==> src/pkg/c2gc_pkg.sv <==
// What this block does
// - Input register bit 7 picks the input kind: 0 microphone, 1 line.
// - Bits 6-5 pick the source: 0 diff, 1 single-ended, 2 PDM, 3 reserved.
// - Bit 4 picks AC (0) or DC (1) coupling, for an analog source only.
// - Bits 3-2 set impedance: 0 2.5 kohm, 1 10 kohm, 2 20 kohm, 3 reserved.
// - Bit 0 enables gain control, run as bit 3 of register 108 says.
// - Gain bits 7-1 set 0.5 dB steps from 0 dB, code 84 giving 42 dB.
// - Gain bit 0 makes gain negative, to -11 dB, and raises CFG_FAULT at the 2.5 kohm setting.
// - The gain register at 0x42 resets to zero, meaning 0 dB positive gain.
// - Input register 0x41 resets to zero: mic, diff, AC, 2.5 kohm, no AUTOMATIC_GAIN_CONTROLLER.
`default_nettype none
package c2gc_pkg;

    // Register map
    localparam logic [7:0] C2GC_OFF_INPUT = 8'h41;
    localparam logic [7:0] C2GC_OFF_GAIN = 8'h42;
    localparam logic [7:0] C2GC_INPUT_RESET = 8'h00;
    localparam logic [7:0] C2GC_GAIN_RESET = 8'h00;
    localparam logic [7:0] C2GC_INPUT_WMASK = 8'hFD;
    localparam logic [7:0] C2GC_GAIN_WMASK = 8'hFF;
    localparam logic [7:0] C2GC_UNMAPPED_READ = 8'h00;

    // Input register fields
    localparam int C2GC_KIND_BIT = 7;
    localparam int C2GC_SRC_HI = 6;
    localparam int C2GC_SRC_LO = 5;
    localparam int C2GC_DC_BIT = 4;
    localparam int C2GC_IMP_HI = 3;
    localparam int C2GC_IMP_LO = 2;
    localparam int C2GC_RSVD_BIT = 1;
    localparam int C2GC_AGC_BIT = 0;

    // Gain register fields
    localparam int C2GC_GAIN_HI = 7;
    localparam int C2GC_GAIN_LO = 1;
    localparam int C2GC_SIGN_BIT = 0;

    // Field codes
    localparam logic [1:0] C2GC_SRC_DIFF = 2'h0;
    localparam logic [1:0] C2GC_SRC_SE = 2'h1;
    localparam logic [1:0] C2GC_SRC_PDM = 2'h2;
    localparam logic [1:0] C2GC_IMP_2K5 = 2'h0;
    localparam logic [1:0] C2GC_IMP_10K = 2'h1;
    localparam logic [1:0] C2GC_IMP_20K = 2'h2;
    localparam logic [6:0] C2GC_GAIN_MAX = 7'h54;
    localparam logic [6:0] C2GC_NEG_GAIN_MAX = 7'h16;

    // Saturate a gain code at a ceiling
    function automatic logic [6:0] c2gc_clamp(
        input logic [6:0] code,
        input logic [6:0] ceiling
    );
        logic [6:0] res;
        res = code;
        if (code > ceiling)
        begin
            res = ceiling;
        end
        return res;
    endfunction

endpackage
`default_nettype wire

==> src/hw/c2gc_regs.sv <==
`timescale 1ns/1ps
`default_nettype none
module c2gc_regs
    import c2gc_pkg::*;
(
    // Clock and reset
    input wire logic SYS_CLK,
    input wire logic RST,
    // Register port from the control interface
    input wire logic [7:0] REG_ADDR,
    input wire logic [7:0] REG_WDATA,
    input wire logic REG_WR,
    input wire logic REG_RD,
    output logic [7:0] REG_RDATA,
    output logic REG_RVALID,
    // Gain controller mode, bit 3 of register 108
    input wire logic AGC_MODE_BIT,
    // Raw register contents
    output logic [7:0] INPUT_CONFIG,
    output logic [7:0] GAIN_CONFIG,
    output logic CFG_UPDATED,
    // Decoded front-end controls
    output logic LINE_INPUT,
    output logic SRC_ANALOG_DIFF,
    output logic SRC_ANALOG_SE,
    output logic SRC_PDM,
    output logic DC_COUPLED,
    output logic IMP_2K5,
    output logic IMP_10K,
    output logic IMP_20K,
    output logic AGC_ON,
    output logic AGC_MODE,
    output logic [6:0] GAIN_CODE,
    output logic GAIN_NEGATIVE,
    output logic CFG_FAULT
);

    typedef struct packed {
        logic [7:0] input_cfg;
        logic [7:0] gain_cfg;
        logic [7:0] rdata;
        logic rvalid;
        logic updated;
    } c2gc_state_t;

    c2gc_state_t state_reg;
    c2gc_state_t state_next;

    // Only bits under the mask may change
    function automatic logic [7:0] merge_write(
        input logic [7:0] old_val,
        input logic [7:0] new_val,
        input logic [7:0] wmask
    );
        return (old_val & ~wmask) | (new_val & wmask);
    endfunction

    always_comb
    begin
        state_next = state_reg;
        state_next.rvalid = 1'b0;
        state_next.updated = 1'b0;

        // Write path; a write and a read in one cycle are both served
        if (REG_WR)
        begin
            if (REG_ADDR == C2GC_OFF_INPUT)
            begin
                // Bit 1 is read-only zero whatever software sends
                state_next.input_cfg = merge_write(state_reg.input_cfg,
                    REG_WDATA, C2GC_INPUT_WMASK);
                state_next.updated = 1'b1;
            end
            else if (REG_ADDR == C2GC_OFF_GAIN)
            begin
                state_next.gain_cfg = merge_write(state_reg.gain_cfg,
                    REG_WDATA, C2GC_GAIN_WMASK);
                state_next.updated = 1'b1;
            end
        end

        // Read path returns the value held before any same-cycle write
        if (REG_RD)
        begin
            state_next.rvalid = 1'b1;
            if (REG_ADDR == C2GC_OFF_INPUT)
            begin
                state_next.rdata = state_reg.input_cfg
                    & C2GC_INPUT_WMASK;
            end
            else if (REG_ADDR == C2GC_OFF_GAIN)
            begin
                state_next.rdata = state_reg.gain_cfg;
            end
            else
            begin
                state_next.rdata = C2GC_UNMAPPED_READ;
            end
        end
    end

    always_ff @(posedge SYS_CLK)
    begin
        if (RST)
        begin
            state_reg.input_cfg <= C2GC_INPUT_RESET;
            state_reg.gain_cfg <= C2GC_GAIN_RESET;
            state_reg.rdata <= C2GC_UNMAPPED_READ;
            state_reg.rvalid <= 1'b0;
            state_reg.updated <= 1'b0;
        end
        else
        begin
            state_reg <= state_next;
        end
    end

    assign INPUT_CONFIG = state_reg.input_cfg;
    assign GAIN_CONFIG = state_reg.gain_cfg;
    assign REG_RDATA = state_reg.rdata;
    assign REG_RVALID = state_reg.rvalid;
    assign CFG_UPDATED = state_reg.updated;

    // Decoded controls lag the registers by one cycle
    c2gc_decode u_decode
    (
        .clk(SYS_CLK),
        .rst(RST),
        .input_cfg(state_reg.input_cfg),
        .gain_cfg(state_reg.gain_cfg),
        .agc_mode_bit(AGC_MODE_BIT),
        .line_input(LINE_INPUT),
        .src_diff(SRC_ANALOG_DIFF),
        .src_se(SRC_ANALOG_SE),
        .src_pdm(SRC_PDM),
        .dc_coupled(DC_COUPLED),
        .imp_2k5(IMP_2K5),
        .imp_10k(IMP_10K),
        .imp_20k(IMP_20K),
        .agc_on(AGC_ON),
        .agc_mode(AGC_MODE),
        .gain_code(GAIN_CODE),
        .gain_negative(GAIN_NEGATIVE),
        .cfg_fault(CFG_FAULT)
    );

endmodule
`default_nettype wire

==> src/hw/c2gc_decode.sv <==
`timescale 1ns/1ps
`default_nettype none
module c2gc_decode
    import c2gc_pkg::*;
(
    // Clock and reset
    input wire logic clk,
    input wire logic rst,
    // Register contents
    input wire logic [7:0] input_cfg,
    input wire logic [7:0] gain_cfg,
    input wire logic agc_mode_bit,
    // Front-end controls
    output logic line_input,
    output logic src_diff,
    output logic src_se,
    output logic src_pdm,
    output logic dc_coupled,
    output logic imp_2k5,
    output logic imp_10k,
    output logic imp_20k,
    output logic agc_on,
    output logic agc_mode,
    output logic [6:0] gain_code,
    output logic gain_negative,
    output logic cfg_fault
);

    typedef struct packed {
        logic line_input;
        logic src_diff;
        logic src_se;
        logic src_pdm;
        logic dc_coupled;
        logic imp_2k5;
        logic imp_10k;
        logic imp_20k;
        logic agc_on;
        logic agc_mode;
        logic [6:0] gain_code;
        logic gain_negative;
        logic cfg_fault;
    } c2gc_fe_t;

    c2gc_fe_t fe_reg;
    c2gc_fe_t fe_next;

    always_comb
    begin
        logic analog;
        logic [6:0] code;
        analog = 1'b0;
        code = 7'h00;
        fe_next = '0;
        fe_next.line_input = input_cfg[C2GC_KIND_BIT];
        case (input_cfg[C2GC_SRC_HI:C2GC_SRC_LO])
            C2GC_SRC_DIFF: fe_next.src_diff = 1'b1;
            C2GC_SRC_SE: fe_next.src_se = 1'b1;
            C2GC_SRC_PDM: fe_next.src_pdm = 1'b1;
            // Reserved source: leave every path off, flag it
            default: fe_next.cfg_fault = 1'b1;
        endcase
        analog = fe_next.src_diff | fe_next.src_se;
        // Coupling and load mean nothing to a PDM microphone
        fe_next.dc_coupled = analog & input_cfg[C2GC_DC_BIT];
        case (input_cfg[C2GC_IMP_HI:C2GC_IMP_LO])
            C2GC_IMP_2K5: fe_next.imp_2k5 = analog;
            C2GC_IMP_10K: fe_next.imp_10k = analog;
            C2GC_IMP_20K: fe_next.imp_20k = analog;
            default: fe_next.cfg_fault = 1'b1;
        endcase
        fe_next.agc_on = input_cfg[C2GC_AGC_BIT];
        fe_next.agc_mode = input_cfg[C2GC_AGC_BIT] & agc_mode_bit;
        code = gain_cfg[C2GC_GAIN_HI:C2GC_GAIN_LO];
        fe_next.gain_negative = gain_cfg[C2GC_SIGN_BIT];
        if (gain_cfg[C2GC_SIGN_BIT])
        begin
            // Negative range stops at -11 dB
            fe_next.gain_code = c2gc_clamp(code, C2GC_NEG_GAIN_MAX);
            if (code > C2GC_NEG_GAIN_MAX
                || input_cfg[C2GC_IMP_HI:C2GC_IMP_LO] == C2GC_IMP_2K5)
            begin
                fe_next.cfg_fault = 1'b1;
            end
        end
        else
        begin
            fe_next.gain_code = c2gc_clamp(code, C2GC_GAIN_MAX);
            if (code > C2GC_GAIN_MAX)
            begin
                fe_next.cfg_fault = 1'b1;
            end
        end
    end

    always_ff @(posedge clk)
    begin
        if (rst)
        begin
            fe_reg <= '0;
        end
        else
        begin
            fe_reg <= fe_next;
        end
    end

    assign line_input = fe_reg.line_input;
    assign src_diff = fe_reg.src_diff;
    assign src_se = fe_reg.src_se;
    assign src_pdm = fe_reg.src_pdm;
    assign dc_coupled = fe_reg.dc_coupled;
    assign imp_2k5 = fe_reg.imp_2k5;
    assign imp_10k = fe_reg.imp_10k;
    assign imp_20k = fe_reg.imp_20k;
    assign agc_on = fe_reg.agc_on;
    assign agc_mode = fe_reg.agc_mode;
    assign gain_code = fe_reg.gain_code;
    assign gain_negative = fe_reg.gain_negative;
    assign cfg_fault = fe_reg.cfg_fault;

endmodule
`default_nettype wire

==> config.mk <==
export PLATFORM = sky130hd
export DESIGN_NAME = c2gc_regs
export DESIGN_NICKNAME = d
export VERILOG_FILES = /design/src/pkg/c2gc_pkg.sv /design/src/hw/c2gc_regs.sv /design/src/hw/c2gc_decode.sv
export SDC_FILE = /design/constraint.sdc
export NUM_CORES = 1
export LEC_CHECK = 0
export ABC_AREA = 1
export BUFFER_PORTS_ARGS = -buffer_cell sky130_fd_sc_hd__clkbuf_2
export CORE_UTILIZATION = 52
export DETAILED_ROUTE_END_ITERATION = 10
export GPL_TIMING_DRIVEN = 0
export PLACE_DENSITY = 0.83
export SYNTH_ARGS = -nofsm -noshare
export SYNTH_HDL_FRONTEND = slang
export SYNTH_SLANG_ARGS = --single-unit
==> constraint.sdc <==
create_clock -name SYS_CLK -period 2.2 [get_ports SYS_CLK]
set_clock_uncertainty 0.2 [all_clocks]
set_input_delay 0.11 -clock SYS_CLK [delete_from_list [all_inputs] [get_ports SYS_CLK]]
set_output_delay 0.11 -clock SYS_CLK [all_outputs]
set_load 0.005 [all_outputs]
==> results.rst <==
.. list-table::
   :header-rows: 1

   * - Metric
     - Value
   * - Status
     - finished clean
   * - Peak supply drop
     - between 400 and 500 uV
   * - Leading cell types by total area after synthesis
     - sky130_fd_sc_hd__dfxtp_1 (48%), sky130_fd_sc_hd__nor2_1 (12%), sky130_fd_sc_hd__nand2_1 (10%), sky130_fd_sc_hd__nand3_1 (7.4%), sky130_fd_sc_hd__inv_1 (5.6%)
   * - Share of final-layout standard cells stronger than drive strength 1
     - 0.2536
   * - Sequential area share after synthesis
     - 0.4845
   * - Leakage power summed over all cells
     - ~0.0013 uW
   * - Cell count after synthesis
     - 251
   * - Detail Placement HPWL
     - 3.016 mm
   * - Worst Path Required
     - approximately 2.3 ns
   * - Layout Nets
     - about 360
   * - Post-Place Cell Area
     - 2191 um2
   * - Total of fill cells in the finished design
     - approximately 290
   * - Root buf cell
     - sky130_fd_sc_hd__clkbuf_4
   * - Slowest cell delay on critical path
     - between 0.5 and 0.6 ns
   * - Chip height
     - just over 60 um
   * - Number of clock sinks
     - 44
   * - Critical path launch point type
     - primary input
   * - Syn Nets
     - ~270
   * - Area of the mapped netlist
     - between 1500 and 2000 um2
   * - Post-synthesis sequential element count
     - 44
   * - Via count normalized by instance count
     - roughly 4.9
   * - Vias in the first global route
     - 1645
   * - Total Routed Length
     - between 4 and 5 mm
   * - Commonest non-fill, non-tap cell in the layout
     - sky130_fd_sc_hd__clkbuf_2
   * - Floorplan row count
     - 21
   * - Top-area cell type share of the netlist area
     - 0.4845
   * - Type of the worst min-delay path
     - primary input to flip-flop
   * - Class of the most critical setup path
     - primary input to flip-flop
   * - Register clock-pin slew on the reported worst setup and hold paths
     - approximately 0.13 ns
   * - Area of all sequential standard cells
     - ~880 um2
   * - Hold Vio Cnt, Final
     - 0
   * - Maximum number of pins on one net before global-route repair
     - 14
   * - Antenna viol nets, final
     - 0
   * - Layout Area Growth over Synthesis
     - 35.99%
   * - First-pass iteration count of the detailed router
     - 4
   * - Warnings from Yosys
     - 0
   * - Chain of cells forming the critical path
     - dlygate4sd3_1, clkbuf_2, nor3_2, nand3_4, buf_6, nor2_1, nor2_1, dlygate4sd3_1
   * - Avg Synthesized Cell Area
     - a little over 7 um2
   * - Crit. End Element
     - flip-flop
   * - Pwr/cell area
     - around 570 nW/um2
   * - Area of all placed cells without fillers
     - about 2500 um2
   * - CTS max path bufs
     - 2
   * - Min cycle time layout
     - around 2.0 ns
   * - Starting density of the core
     - 0.5448
   * - Dominant cell type by area after synthesis
     - sky130_fd_sc_hd__dfxtp_1
   * - Maxcap violations
     - 0
   * - Slew of the pin with the lowest slew margin
     - 0.5237 ns
   * - IO Count
     - 66
   * - Total area of multi-input combinational cells
     - between 700 and 800 um2
   * - Slew Viols, Final
     - 0
   * - Peak fanout along the critical path
     - 10
   * - Routability congestion estimate from global placement
     - 0.8358
   * - Floorplan die width
     - between 60 and 70 um
   * - Floorplan Core Area
     - 3337 um2
   * - Final total negative setup slack
     - 0 ns
   * - Critical path data arrival time
     - roughly 2.0 ns
   * - Fraction of the cycle the final worst path needs
     - 0.9072
   * - Ant. Diodes
     - 0
   * - Port Buffer Count
     - 63
   * - Max-Slew Margin vs Limit
     - 0.6508
   * - Number of antenna violations at the first check in global routing
     - 0
   * - Overall die area
     - between 3000 and 4000 um2
   * - First DRT Iteration DRCs
     - 96
   * - RSZ-0062 raised after global routing
     - no
   * - Overflow left after global routing
     - 0
   * - Number of distinct library cells after synthesis
     - 24
   * - F_max
     - around 0.5 GHz
   * - Top library cells by usage in the layout, fill and taps aside
     - sky130_fd_sc_hd__clkbuf_2 (63), sky130_fd_sc_hd__nor2_1 (60), sky130_fd_sc_hd__nand2_1 (50)
   * - Total CTS buffers
     - 5
   * - GRT Overall Usage
     - 0.2581
   * - Global-route wire length before repair
     - around 7.1 mm
   * - Clock tree from TritonCTS
     - done
   * - Overall via count from detail_route
     - 1896
   * - H-tree Lvls
     - 2
   * - Routed length per instance
     - approximately 12 um
   * - Setup violators final
     - 0
   * - Detailed-route DRC error count
     - 0
   * - Clk_lat worst skew
     - between 0.3 and 0.4 ns
   * - Cell at the slowest stage of the critical path
     - sky130_fd_sc_hd__dlygate4sd3_1
cell usage after synthesis:
cell and instances:
sky130_fd_sc_hd__clkbuf_1 4, sky130_fd_sc_hd__nand2_1 50, sky130_fd_sc_hd__nor3_1 5, sky130_fd_sc_hd__nor2_1 60, sky130_fd_sc_hd__nand2_2 1, sky130_fd_sc_hd__inv_1 27, sky130_fd_sc_hd__dfxtp_1 44, sky130_fd_sc_hd__nor3b_1 2
sky130_fd_sc_hd__nor3_2 1, sky130_fd_sc_hd__nand3_4 1, sky130_fd_sc_hd__nand3_1 27, sky130_fd_sc_hd__o21ai_0 1, sky130_fd_sc_hd__nand3b_1 1, sky130_fd_sc_hd__a21oi_1 8, sky130_fd_sc_hd__clkinv_1 1, sky130_fd_sc_hd__buf_6 1
sky130_fd_sc_hd__buf_4 5, sky130_fd_sc_hd__nor3_4 1, sky130_fd_sc_hd__nand3_2 1, sky130_fd_sc_hd__conb_1 1, sky130_fd_sc_hd__clkbuf_8 1, sky130_fd_sc_hd__buf_2 2, sky130_fd_sc_hd__nand4_1 5, sky130_fd_sc_hd__or2_4 1
flip-flops by register name (all words and copies together), names as in the netlist:
name and cells:
CFG_UPDATED 1, u_decode.src_pdm 1, u_decode.gain_negative 1, u_decode.src_diff 1, u_decode.agc_on 1, u_decode.gain_code 7, u_decode.line_input 1, INPUT_CONFIG 7
u_decode.agc_mode 1, u_decode.imp_10k 1, u_decode.cfg_fault 1, REG_RVALID 1, u_decode.imp_20k 1, GAIN_CONFIG 8, u_decode.src_se 1, REG_RDATA 8
u_decode.imp_2k5 1, u_decode.dc_coupled 1
where the power goes:
| part | leakage (uW) | internal, uW | switching (uW) |
|---|---|---|---|
| sequential | 0.000357 | 807 | 5.01 |
| clock | 0.0000422 | 238 | 253 |
| combinational | 0.000916 | 54.5 | 58.9 |
worst max-delay path: cells and delay by family:
family	cells	cell delay [ns]
simple gates	4	0.54
buf+inv	4	1.39
metrics by stage:
| stage | power [uW] | worst slack, ns | cells | util | hold WS (ns) |
|---|---|---|---|---|---|
| CTS | 1424 | 0.04715 | 387 | 0.7364 | 0.02284 |
| finish | 1416 | 0.2042 | 389 | 0.7409 | 0.03086 |
| floorplan | 876.8 | 0.8301 | 251 | - | 0.03088 |
| global placement | 917.7 | 0.5670 | 360 | 0.6565 | 0.1239 |
| global route | 1472 | 0.1354 | 389 | 0.7409 | 0.05994 |
| detailed placement | 919.5 | 0.5684 | 360 | 0.6565 | 0.1204 |
routing by layer:
layer,vias up,part of all wire,global-route usage
met3,13,0.063,0.06723
met5,-,0,0
li1,955,-,-
met1,849,0.43,0.3043
met2,79,0.49,0.4457
met4,0,0.023,0.1039
timing repair:
action / 4_1_cts / 5_1_grt
endpoints found under the setup margin: 0 / 7
hold buffers: 19 / 0
gates resized for setup: 0 / 0
setup buffers: 0 / 2
endpoints found under the hold margin: 24 / 0
worst paths after layout:
kind	startpoint	to	slack [ns]	depth (start not counted)
hold / removal	RST	GAIN_CONFIG[7]	0.03	4
hold reg to reg	INPUT_CONFIG[7]	u_decode.line_input	0.26	2
setup reg to reg	GAIN_CONFIG[3]	GAIN_CONFIG[3]	0.60	5
setup / recovery	REG_ADDR[5]	GAIN_CONFIG[3]	0.20	8
cells by family after synthesis:
group / count (synthesis) / share of synthesized area
compound gates: 9 / 0.02477
buf+inv: 41 / 0.1060
flops: 44 / 0.4845
other cells: 1 / 0.002063
simple gates: 156 / 0.3827
area by class of cell:
cell class | count | share of cell area
sequential | 44 | 0.3563
multi-input combinational | 166 | 0.3011
timing repair buffer | 84 | 0.2105
inverter | 28 | 0.04251
buffer | 13 | 0.03543
tap | 46 | 0.02328
clock buffer | 6 | 0.01670
clock inverter | 2 | 0.01417
Note: power is estimated with default switching activity, not from simulation.
